**config.mk**
```make
export PLATFORM = sky130hd
export DESIGN_NAME = tcb_top
export DESIGN_NICKNAME = d
export VERILOG_FILES = /design/src/hw/tcb_pkg.sv /design/src/hw/tcb_unit_if.sv /design/src/hw/tcb_top.sv /design/src/hw/tcb_unit.sv
export SDC_FILE = /design/constraint.sdc
export NUM_CORES = 1
export LEC_CHECK = 0
export BUFFER_PORTS_ARGS = -buffer_cell sky130_fd_sc_hd__buf_2
export CELL_PAD_IN_SITES_DETAIL_PLACEMENT = 1
export CELL_PAD_IN_SITES_GLOBAL_PLACEMENT = 2
export CORE_MARGIN = 2
export CORE_UTILIZATION = 32
export CTS_BUF_LIST = sky130_fd_sc_hd__clkbuf_8
export DETAILED_ROUTE_END_ITERATION = 10
export HOLD_SLACK_MARGIN = 0.05
export PLACE_DENSITY_LB_ADDON = 0.1
export RECOVER_POWER = 100
export SLEW_MARGIN = 20
export SYNTH_ARGS = -nofsm -noshare
export SYNTH_HDL_FRONTEND = slang
export SYNTH_SLANG_ARGS = --single-unit
```
**constraint.sdc**
```tcl
create_clock -name i_clk -period 3 [get_ports i_clk]
set_input_delay 0.6 -clock i_clk [delete_from_list [all_inputs] [get_ports i_clk]]
set_output_delay 0.6 -clock i_clk [all_outputs]
set_load 0.03 [all_outputs]
```
**src/hw/tcb_pkg.sv**
```systemverilog
// Constants and types shared by the channel 3 B/D capture-compare block
`default_nettype none
package tcb_pkg;
  // ********************************
  // Widths
  // ********************************
  localparam int unsigned TCB_GR_W   = 16;  // General register and counter width
  localparam int unsigned TCB_ADDR_W = 8;   // APB address width
  localparam int unsigned TCB_DATA_W = 32;  // APB data width

  // ********************************
  // Register byte addresses
  // ********************************
  localparam logic [7:0] TCB_OFF_CTRL_HIGH = 8'h00;  // ch3_io_control_high
  localparam logic [7:0] TCB_OFF_CTRL_LOW  = 8'h04;  // ch3_io_control_low
  localparam logic [7:0] TCB_OFF_GEN_B     = 8'h08;  // ch3_general_b
  localparam logic [7:0] TCB_OFF_GEN_D     = 8'h0c;  // ch3_general_d
  localparam logic [7:0] TCB_OFF_STATUS    = 8'h10;  // Event flags and pin levels

  // ********************************
  // Field layout
  // ********************************
  localparam int unsigned TCB_FLD_LSB   = 4;  // Role field sits in bits 7:4
  localparam int unsigned TCB_ROLE_BIT  = 3;  // Field bit: 0 compare, 1 capture
  localparam int unsigned TCB_LEVEL_BIT = 2;  // Field bit: initial level / ch4 source
  localparam int unsigned TCB_ACT_HI    = 1;  // Field bit: action high
  localparam int unsigned TCB_ACT_LO    = 0;  // Field bit: action low

  // Status bit positions
  localparam int unsigned TCB_ST_MATCH_B = 0;
  localparam int unsigned TCB_ST_CAPT_B  = 1;
  localparam int unsigned TCB_ST_MATCH_D = 2;
  localparam int unsigned TCB_ST_CAPT_D  = 3;
  localparam int unsigned TCB_ST_PIN_B   = 4;
  localparam int unsigned TCB_ST_PIN_D   = 5;

  // ********************************
  // Reset values and codes
  // ********************************
  localparam logic [7:0]          TCB_RST_CTRL    = 8'h00;
  localparam logic [TCB_GR_W-1:0] TCB_RST_GR      = 16'hffff;
  localparam logic [2:0]          TCB_PSC_UNDIV   = 3'h0;  // Undivided ch4 clock
  localparam logic [1:0]          TCB_ACT_NONE    = 2'h0;
  localparam logic [1:0]          TCB_ACT_CLR     = 2'h1;
  localparam logic [1:0]          TCB_ACT_SET     = 2'h2;
  localparam logic [1:0]          TCB_ACT_TOGGLE  = 2'h3;
  localparam logic [1:0]          TCB_EDGE_RISE   = 2'h0;
  localparam logic [1:0]          TCB_EDGE_FALL   = 2'h1;
endpackage : tcb_pkg
`default_nettype wire

```
**src/hw/tcb_unit_if.sv**
```systemverilog
// Bundle between the top block and one general register unit
`default_nettype none
interface tcb_unit_if;
  import tcb_pkg::*;
  logic [3:0]          field;     // Role field of this register
  logic                cfg_load;  // Field written this cycle
  logic                blocked;   // Setting invalid, unit idle
  logic [TCB_GR_W-1:0] count;     // Channel 3 counter value
  logic                ch4_evt;   // Qualified channel 4 count event
  logic                wr_en;     // Software write of general register
  logic [TCB_GR_W-1:0] wr_data;   // Write value
  logic [TCB_GR_W-1:0] gr;        // General register content
  logic                pin_in;    // Pin level seen
  logic                pin_out;   // Pin level driven
  logic                pin_oe_n;  // Low while pin driven
  logic                match;     // One-cycle compare match
  logic                capture;   // One-cycle capture event

  modport top  (output field, cfg_load, blocked, count, ch4_evt, wr_en, wr_data, pin_in,
                input gr, pin_out, pin_oe_n, match, capture);
  modport unit (input field, cfg_load, blocked, count, ch4_evt, wr_en, wr_data, pin_in,
                output gr, pin_out, pin_oe_n, match, capture);
endinterface : tcb_unit_if
`default_nettype wire

```
**src/hw/tcb_top.sv**
```systemverilog
// Channel 3 B/D register I/O control with APB register access
//
// Operation
// - Role bit 0 means compare; 0000/0100 pin off
// - Level bit picks initial pin level
// - Action 01 drives pin low on match
// - Action 10 drives pin high on match
// - Action 11 toggles pin on match
// - Capture mode 1000 captures on rising edge
// - Capture mode 1001 captures on falling edge
// - Capture mode 101x (action-high set, level bit clear): both edges
// - Mode 11xx captures on ch4 count events
// - Undivided ch4 prescale gives no capture in mode 11xx
// - D buffer mode disables D compare, capture and pin drive; the D register stays writable
// - B field high reg, D field low
//
// Chosen here: the APB register port and the placing of the registers.
`default_nettype none
module tcb_top
  import tcb_pkg::*;
(
  // Clock, reset, enable
  input  wire logic                  i_clk,
  input  wire logic                  i_reset,
  input  wire logic                  i_ce,
  // APB slave
  input  wire logic                  i_psel,
  input  wire logic                  i_penable,
  input  wire logic                  i_pwrite,
  input  wire logic [TCB_ADDR_W-1:0] i_paddr,
  input  wire logic [TCB_DATA_W-1:0] i_pwdata,
  output logic      [TCB_DATA_W-1:0] o_prdata,
  output logic                       o_pready,
  output logic                       o_pslverr,
  // Timer context
  input  wire logic [TCB_GR_W-1:0]   i_ch3_count,
  input  wire logic                  i_ch4_count_up,
  input  wire logic                  i_ch4_count_down,
  input  wire logic [2:0]            i_ch4_prescale_sel,
  input  wire logic                  i_d_buffer_mode,
  // Pin B
  input  wire logic                  i_ch3_pin_b,
  output logic                       o_ch3_pin_b,
  output logic                       o_ch3_pin_b_oe_n,
  // Pin D
  input  wire logic                  i_ch3_pin_d,
  output logic                       o_ch3_pin_d,
  output logic                       o_ch3_pin_d_oe_n,
  // Event pulses
  output logic                       o_match_b,
  output logic                       o_capture_b,
  output logic                       o_match_d,
  output logic                       o_capture_d
);

  // ********************************
  // Declarations
  // ********************************
  tcb_unit_if unit_b ();                                // B register link
  tcb_unit_if unit_d ();                                // D register link

  logic [7:0]            ctrl_hi_r,  ctrl_hi_nxt;       // ch3_io_control_high
  logic [7:0]            ctrl_lo_r,  ctrl_lo_nxt;       // ch3_io_control_low
  logic [3:0]            flags_r,    flags_nxt;         // Sticky event flags
  logic [TCB_DATA_W-1:0] prdata_r,   prdata_nxt;        // Read data
  logic                  pready_r,   pready_nxt;        // Access-phase ready
  logic                  pslverr_r,  pslverr_nxt;       // Unmapped address

  logic                  setup;       // APB setup phase
  logic                  wr_fire;     // Write completes this edge
  logic                  hit_map;     // Address is mapped
  logic                  wr_hi;       // Write to high control
  logic                  wr_lo;       // Write to low control
  logic                  wr_status;   // Write to status
  logic                  ch4_ok;      // Ch4 events usable
  logic                  ch4_evt;     // Qualified ch4 event
  logic [3:0]            evt;         // New event pulses

  // ********************************
  // APB decode
  // ********************************
  always_comb begin
    setup     = i_psel && !i_penable;
    hit_map   = (i_paddr == TCB_OFF_CTRL_HIGH) || (i_paddr == TCB_OFF_CTRL_LOW) ||
                (i_paddr == TCB_OFF_GEN_B) || (i_paddr == TCB_OFF_GEN_D) ||
                (i_paddr == TCB_OFF_STATUS);
    // Writes land only at the edge that completes the access
    wr_fire   = i_psel && i_penable && pready_r && i_pwrite && hit_map;
    wr_hi     = wr_fire && (i_paddr == TCB_OFF_CTRL_HIGH);
    wr_lo     = wr_fire && (i_paddr == TCB_OFF_CTRL_LOW);
    wr_status = wr_fire && (i_paddr == TCB_OFF_STATUS);
  end

  // ********************************
  // Channel 4 event qualification
  // ********************************
  always_comb begin
    // Undivided ch4 clock makes the ch4 capture source invalid
    ch4_ok  = (i_ch4_prescale_sel != TCB_PSC_UNDIV);
    ch4_evt = ch4_ok && (i_ch4_count_up || i_ch4_count_down);
  end

  // ********************************
  // Unit hookup
  // ********************************
  always_comb begin
    unit_b.field    = ctrl_hi_r[TCB_FLD_LSB +: 4];
    unit_b.cfg_load = wr_hi && i_ce;
    unit_b.blocked  = 1'b0;
    unit_b.count    = i_ch3_count;
    unit_b.ch4_evt  = ch4_evt;
    unit_b.wr_en    = wr_fire && (i_paddr == TCB_OFF_GEN_B);
    unit_b.wr_data  = i_pwdata[TCB_GR_W-1:0];
    unit_b.pin_in   = i_ch3_pin_b;
    unit_d.field    = ctrl_lo_r[TCB_FLD_LSB +: 4];
    unit_d.cfg_load = wr_lo && i_ce;
    unit_d.blocked  = i_d_buffer_mode;
    unit_d.count    = i_ch3_count;
    unit_d.ch4_evt  = ch4_evt;
    unit_d.wr_en    = wr_fire && (i_paddr == TCB_OFF_GEN_D);
    unit_d.wr_data  = i_pwdata[TCB_GR_W-1:0];
    unit_d.pin_in   = i_ch3_pin_d;
  end

  // The field takes effect one edge after the write, so the
  // initial level is loaded from the new field on the next cycle
  tcb_unit u_unit_b (
    .i_clk   (i_clk),
    .i_reset (i_reset),
    .i_ce    (i_ce),
    .u       (unit_b.unit)
  );

  tcb_unit u_unit_d (
    .i_clk   (i_clk),
    .i_reset (i_reset),
    .i_ce    (i_ce),
    .u       (unit_d.unit)
  );

  // ********************************
  // Register file next state
  // ********************************
  always_comb begin
    ctrl_hi_nxt = ctrl_hi_r;
    ctrl_lo_nxt = ctrl_lo_r;
    if (wr_hi) begin
      ctrl_hi_nxt = i_pwdata[7:0];
    end
    if (wr_lo) begin
      ctrl_lo_nxt = i_pwdata[7:0];
    end
    evt = {unit_d.capture, unit_d.match, unit_b.capture, unit_b.match};
    // Write one to clear; a new event in the same cycle wins
    flags_nxt = flags_r;
    if (wr_status) begin
      flags_nxt = flags_r & ~i_pwdata[3:0];
    end
    flags_nxt = flags_nxt | evt;
  end

  // ********************************
  // APB answer next state
  // ********************************
  always_comb begin
    // Ready rises in the first access cycle: one wait-free transfer
    pready_nxt  = setup;
    pslverr_nxt = setup && !hit_map;
    prdata_nxt  = prdata_r;
    if (setup) begin
      prdata_nxt = '0;
      if (!i_pwrite) begin
        case (i_paddr)
          TCB_OFF_CTRL_HIGH: prdata_nxt[7:0]          = ctrl_hi_r;
          TCB_OFF_CTRL_LOW:  prdata_nxt[7:0]          = ctrl_lo_r;
          TCB_OFF_GEN_B:     prdata_nxt[TCB_GR_W-1:0] = unit_b.gr;
          TCB_OFF_GEN_D:     prdata_nxt[TCB_GR_W-1:0] = unit_d.gr;
          TCB_OFF_STATUS: begin
            prdata_nxt[3:0]            = flags_r;
            prdata_nxt[TCB_ST_PIN_B]   = unit_b.pin_out;
            prdata_nxt[TCB_ST_PIN_D]   = unit_d.pin_out;
          end
          default:           prdata_nxt = '0;
        endcase
      end
    end
  end

  // ********************************
  // Registers
  // ********************************
  always_ff @(posedge i_clk) begin
    if (i_reset) begin
      ctrl_hi_r <= TCB_RST_CTRL;
      ctrl_lo_r <= TCB_RST_CTRL;
      flags_r   <= 4'h0;
      prdata_r  <= '0;
      pready_r  <= 1'b0;
      pslverr_r <= 1'b0;
    end else if (i_ce) begin
      ctrl_hi_r <= ctrl_hi_nxt;
      ctrl_lo_r <= ctrl_lo_nxt;
      flags_r   <= flags_nxt;
      prdata_r  <= prdata_nxt;
      pready_r  <= pready_nxt;
      pslverr_r <= pslverr_nxt;
    end
  end

  // ********************************
  // Outputs, all from flops
  // ********************************
  assign o_prdata         = prdata_r;
  assign o_pready         = pready_r;
  assign o_pslverr        = pslverr_r;
  assign o_ch3_pin_b      = unit_b.pin_out;
  assign o_ch3_pin_b_oe_n = unit_b.pin_oe_n;
  assign o_ch3_pin_d      = unit_d.pin_out;
  assign o_ch3_pin_d_oe_n = unit_d.pin_oe_n;
  assign o_match_b        = unit_b.match;
  assign o_capture_b      = unit_b.capture;
  assign o_match_d        = unit_d.match;
  assign o_capture_d      = unit_d.capture;

endmodule : tcb_top
`default_nettype wire

```
**src/hw/tcb_unit.sv**
```systemverilog
// One general register with its pin: output compare or input capture
`default_nettype none
module tcb_unit
  import tcb_pkg::*;
(
  // Clock and control
  input  wire logic    i_clk,
  input  wire logic    i_reset,
  input  wire logic    i_ce,
  // Link to top
  tcb_unit_if.unit     u
);

  // ********************************
  // State
  // ********************************
  logic [TCB_GR_W-1:0] gr_r,       gr_nxt;        // General register
  logic                pin_r,      pin_nxt;       // Driven pin level
  logic                oe_n_r,     oe_n_nxt;      // Pin enable, low drives
  logic                pin_prev_r, pin_prev_nxt;  // Last pin sample
  logic                eq_prev_r,  eq_prev_nxt;   // Last equality
  logic                match_r,    match_nxt;     // Match pulse
  logic                capt_r,     capt_nxt;      // Capture pulse
  logic                load_r,     load_nxt;      // Field written at last edge

  logic                is_cmp;    // Compare role active
  logic                is_cap;    // Capture role active
  logic                equal;     // Counter equals register
  logic                hit;       // Match edge this cycle
  logic                cap_evt;   // Capture trigger this cycle
  logic [1:0]          act;       // Low two field bits

  // ********************************
  // Next-state logic
  // ********************************
  always_comb begin
    act          = u.field[TCB_ACT_HI:TCB_ACT_LO];
    is_cmp       = !u.field[TCB_ROLE_BIT] && !u.blocked;
    is_cap       = u.field[TCB_ROLE_BIT] && !u.blocked;
    equal        = (u.count == gr_r);
    // Only the first cycle of equality counts, so a stalled counter gives one match
    hit          = is_cmp && equal && !eq_prev_r;
    cap_evt      = 1'b0;
    if (is_cap) begin
      if (u.field[TCB_LEVEL_BIT]) begin
        cap_evt = u.ch4_evt;
      end else if (u.field[TCB_ACT_HI]) begin
        cap_evt = (u.pin_in != pin_prev_r);
      end else if (act == TCB_EDGE_RISE) begin
        cap_evt = u.pin_in && !pin_prev_r;
      end else begin
        cap_evt = !u.pin_in && pin_prev_r;
      end
    end
    gr_nxt       = gr_r;
    // Capture beats a software write in the same cycle
    if (cap_evt) begin
      gr_nxt = u.count;
    end else if (u.wr_en) begin
      gr_nxt = u.wr_data;
    end
    pin_nxt      = pin_r;
    // Wait one edge so the level comes from the new field, not the old one
    if (load_r && is_cmp && (act != TCB_ACT_NONE)) begin
      pin_nxt = u.field[TCB_LEVEL_BIT];
    end else if (hit) begin
      case (act)
        TCB_ACT_CLR:    pin_nxt = 1'b0;
        TCB_ACT_SET:    pin_nxt = 1'b1;
        TCB_ACT_TOGGLE: pin_nxt = !pin_r;
        default:        pin_nxt = pin_r;
      endcase
    end
    oe_n_nxt     = !(is_cmp && (act != TCB_ACT_NONE));
    pin_prev_nxt = u.pin_in;
    eq_prev_nxt  = equal;
    match_nxt    = hit;
    capt_nxt     = cap_evt;
    load_nxt     = u.cfg_load;
  end

  // ********************************
  // Registers
  // ********************************
  always_ff @(posedge i_clk) begin
    if (i_reset) begin
      gr_r       <= TCB_RST_GR;
      pin_r      <= 1'b0;
      oe_n_r     <= 1'b1;
      pin_prev_r <= 1'b0;
      eq_prev_r  <= 1'b0;
      match_r    <= 1'b0;
      capt_r     <= 1'b0;
      load_r     <= 1'b0;
    end else if (i_ce) begin
      gr_r       <= gr_nxt;
      pin_r      <= pin_nxt;
      oe_n_r     <= oe_n_nxt;
      pin_prev_r <= pin_prev_nxt;
      eq_prev_r  <= eq_prev_nxt;
      match_r    <= match_nxt;
      capt_r     <= capt_nxt;
      load_r     <= load_nxt;
    end
  end

  assign u.gr       = gr_r;
  assign u.pin_out  = pin_r;
  assign u.pin_oe_n = oe_n_r;
  assign u.match    = match_r;
  assign u.capture  = capt_r;

endmodule : tcb_unit
`default_nettype wire

```
==> impl_results.md <==
- Total iterations of the first detailed-routing run: 4
- Met2 routed WL: 7730 um
- Post-Syn Area: 0.00462 mm2
- Leak Pwr: 2.04 nW
- Residual DRC: 0
- Die Y-Extent: 124 um
- Unique cell type count in the Yosys netlist: 48
- Placer's final routability congestion estimate: 0.786
- Gate count of the mapped netlist: 536
- Worst vdd rail ir drop: 256 uV
- Largest driver fanout on the critical path: 33
- Critical-path top delay cell: sky130_fd_sc_hd__clkbuf_2
- Portion of the post-synthesis area used by sequential elements: 0.364
- Most frequent cells in the layout: sky130_fd_sc_hd__dfxtp_1, sky130_fd_sc_hd__nor2_1, sky130_fd_sc_hd__buf_2, sky130_fd_sc_hd__mux2i_1
- Worst setup path class: register to register
- Overall via count from detail_route: 4213
- Die Footprint: 0.0154 mm2
- Critical path endpoint category: register
- Aggregate negative setup slack: 0 ns
- Clock-pin slew on the worst setup and hold paths: 0.09 ns
- Pwr Total: 0.00222 W
- Crit-path max cell delay: 0.46 ns
- Final Slew Violations: 0
- Post-CTS setup buffers: 0
- Die outline width: 124 um
- Final hold vios: 0
- Maxcap violations: 0
- DR WL met3: 520 um
- Top Metal Used: met4
- Instance count along the most critical hold path: 2
- Highest attainable clock frequency: 418 MHz
- Post-route minimum period: 2.39 ns
- Hold path start: o_prdata[6]$_SDFFE_PP0P_
- Number of cells in the finished layout apart from fillers: 792
- Total overflow reported by the global router: 0
- CTS hold repair buffers: 0
- Number of buffers added by the clock tree synthesis step: 9
- Inserted Diodes: 0
- Xor/xnor share of the synthesized area: 0.0607
- Portion of netlist area occupied by mux cells: 0.139
- First-pass GRT wire length: 24200 um
- Power per Cell Area: 418 mW/mm2
- Total buffers and inverters traversed by the critical path: 2
- Adder and majority gate portion of the synthesized area: 0.0108
- Wire length the detailed router placed on met1: 7250 um
- Largest family of logic cells by synthesized area: compound AO/OA/AOI/OAI gates
- Number of primary I/O pins: 112
- Total placed cells including tap cells: 776
- Setup violators final: 0
- Clock tree from TritonCTS: built
- 1st-iter DRT viols: 210
- Pin slew with the least headroom to its limit: 0.862 ns
- Number of global-route vias before repair: 4322
- Required time worst endpoint: 3.23 ns
- Number of nets in the layout: 681
- Antenna violations before repair: 0
- Clock tree sinks: 84
- R2r startpoint: u_unit_b.pin_prev_r$_SDFFE_PP0P_
- Period utilization: 0.797
- Simple-Gate Fraction of Synth Area: 0.167
- IO Port Bufs: 79
- Depth of the most critical reg-to-reg path: 8
- Initial Utilization: 0.330
- Total wire length: 15700 um
- Max clock buf depth: 2
- Unrepaired setup endpoints after global routing: no
- Min-delay worst type: register to register
- Worst rel slew slack: 0.420
- Count of state elements after synthesis: 84
- RR Endpoint: u_unit_b.u.gr[7]$_SDFFE_PP1P_
- Cell at the root of the clock tree: sky130_fd_sc_hd__clkbuf_8
- Worst-case register-to-register setup slack: 0.61 ns
- Count of synthesis-stage warnings from yosys: 0
- Cell type group with the largest total delay on the critical path: compound AO/OA/AOI/OAI gates
- Syn-to-layout area delta: 15.4%
- Most common library cell in the layout ignoring fill and taps: sky130_fd_sc_hd__dfxtp_1
- Minimum setup slack in the final design: 0.610 ns
- Async set-reset flop share out of synthesis: 0
- Cell chain of the critical path: inv_1 > ha_1 > mux2_2 > o2111ai_1 > a21oi_4 > clkbuf_2 > nor3_1 > o21ai_0
- Critical path launch point type: register
- Pin count of the biggest net entering global routing: 44
- Clk Latency, worst-skew pair: 0.39 ns
- Fraction of layout cells with a size suffix above 1: 0.167
- Data arrival time of the critical path: 2.62 ns
- Number of flops mapped to enable cells by yosys: 0
- Post-route antenna net violation count: 0
- Worst-case setup slack after placement: 0.334 ns
- CTS-repair resized insts: 0
- Row Count: 43
- Post-synthesis area per instance: 8.61 um2
- Overall global routing resource usage: 0.211
- Status: finished clean
- Destination of the worst hold path: o_prdata[6]$_SDFFE_PP0P_
- H-Tree Level Count: 3
- Number of cells on the critical path: 8
- Average vias per placed instance: 5.32
- Core Box Area: 0.0140 mm2
- Detailed placement HPWL: 11200 um
- Wire length per cell after detailed routing: 19.8 um
- Most used flip-flop cell after synthesis: sky130_fd_sc_hd__dfxtp_1
- Final setup skew: 0.00982 ns
- Synthesized-area fraction occupied by ao, oa, aoi and oai cells: 0.188
[cell type report]
cell class / count / area [um2]
sequential: 84 / 1680
clock buffer: 11 / 151
fill: 1722 / 8660
tap: 180 / 225
inverter: 14 / 52.6
timing repair buffer: 98 / 498
clock inverter: 5 / 51.3
multi-input combinational: 400 / 2670
[registers in the layout, indices dropped and copies added (netlist names), 4 cells and up]
name,cells
flags_r,4
u_unit_d.u.gr,16
o_prdata,16
ctrl_lo_r,8
ctrl_hi_r,8
u_unit_b.u.gr,16
[report_power, final]
group	leakage, nW	total, W	internal [W]	switching, W
Combinational	1.26	0.000233	0.0000800	0.000153
Sequential	0.678	0.00112	0.00112	0.00000223
Clock	0.107	0.000873	0.000425	0.000448
Total	2.04	0.00222	0.00162	0.000603
[cell families (layout without fill, tap and decap cells)]
group | count (synthesis) | after routing
AND/OR/NAND/NOR | 158 | 158
AO/OA/AOI/OAI | 130 | 130
flip-flops | 84 | 84
buffers and inverters | 67 | 128
multiplexers | 60 | 60
XOR/XNOR | 32 | 32
adder cells (fa/ha/maj) | 4 | 4
other | 1 | 16
[cells in the mapped netlist, drive strengths merged, types with 2 or more instances]
master,number,area [um2]
nand3,6,30.0
or4,2,18.8
nor2b,3,18.8
or2,3,18.8
nor2,60,225
nand4b,2,17.5
mux2,11,124
mux4,2,45.0
clkbuf,27,101
nand3b,2,15.0
xor2,16,140
a21oi,36,180
nand4,8,50.1
ha,4,50.1
dfxtp,84,1680
inv,13,48.8
nor4,7,58.8
a22oi,31,233
o32ai,2,25.0
o21ai,24,120
nand2,24,90.1
o22a,17,149
mux2i,47,470
xnor2,16,140
buf,26,170
a2bb2oi,6,52.6
o22ai,8,50.1
nor3,35,175
[how the worst max path moves through the flow]
| stage | start | to | slack (ns) |
|---|---|---|---|
| detailed placement | i_paddr[0] | flags_r[0]$_SDFFE_PP0P_ | 0.33 |
| floorplan | i_paddr[0] | flags_r[3]$_SDFFE_PP0P_ | 0.59 |
| global route | u_unit_b.pin_prev_r$_SDFFE_PP0P_ | u_unit_b.u.gr[11]$_SDFFE_PP1P_ | 0.46 |
| CTS | i_paddr[0] | flags_r[0]$_SDFFE_PP0P_ | 0.76 |
| finish | u_unit_b.pin_prev_r$_SDFFE_PP0P_ | u_unit_b.u.gr[7]$_SDFFE_PP1P_ | 0.61 |
| global placement | i_ch3_pin_d | u_unit_d.u.gr[11]$_SDFFE_PP1P_ | 0.27 |
[per-layer routing]
layer,track usage,vias to the layer above
li1,-,2040
met1,0.269,2073
met2,0.355,85
met3,0.0495,15
met4,0.0618,0
met5,0,-
[worst register-to-register path, cell delays in order (launching register included)]
cell and delay (ns):
sky130_fd_sc_hd__dfxtp_1 0.37, sky130_fd_sc_hd__inv_1 0.06, sky130_fd_sc_hd__ha_1 0.17, sky130_fd_sc_hd__mux2_2 0.27, sky130_fd_sc_hd__o2111ai_1 0.35, sky130_fd_sc_hd__a21oi_4 0.09
sky130_fd_sc_hd__clkbuf_2 0.46, sky130_fd_sc_hd__nor3_1 0.34, sky130_fd_sc_hd__o21ai_0 0.12
[stage by stage]
| step | area, um2 | utilization | hold WS [ns] |
|---|---|---|---|
| after floorplan | 4670 | - | 0.453 |
| after global placement | 5180 | 0.371 | 0.448 |
| after detailed placement | 5200 | 0.372 | 0.454 |
| after CTS | 5400 | 0.386 | 0.469 |
| after global routing | 5330 | 0.381 | 0.490 |
| final | 5330 | 0.381 | 0.466 |
No activity file was read; power rests on OpenSTA's default activity.
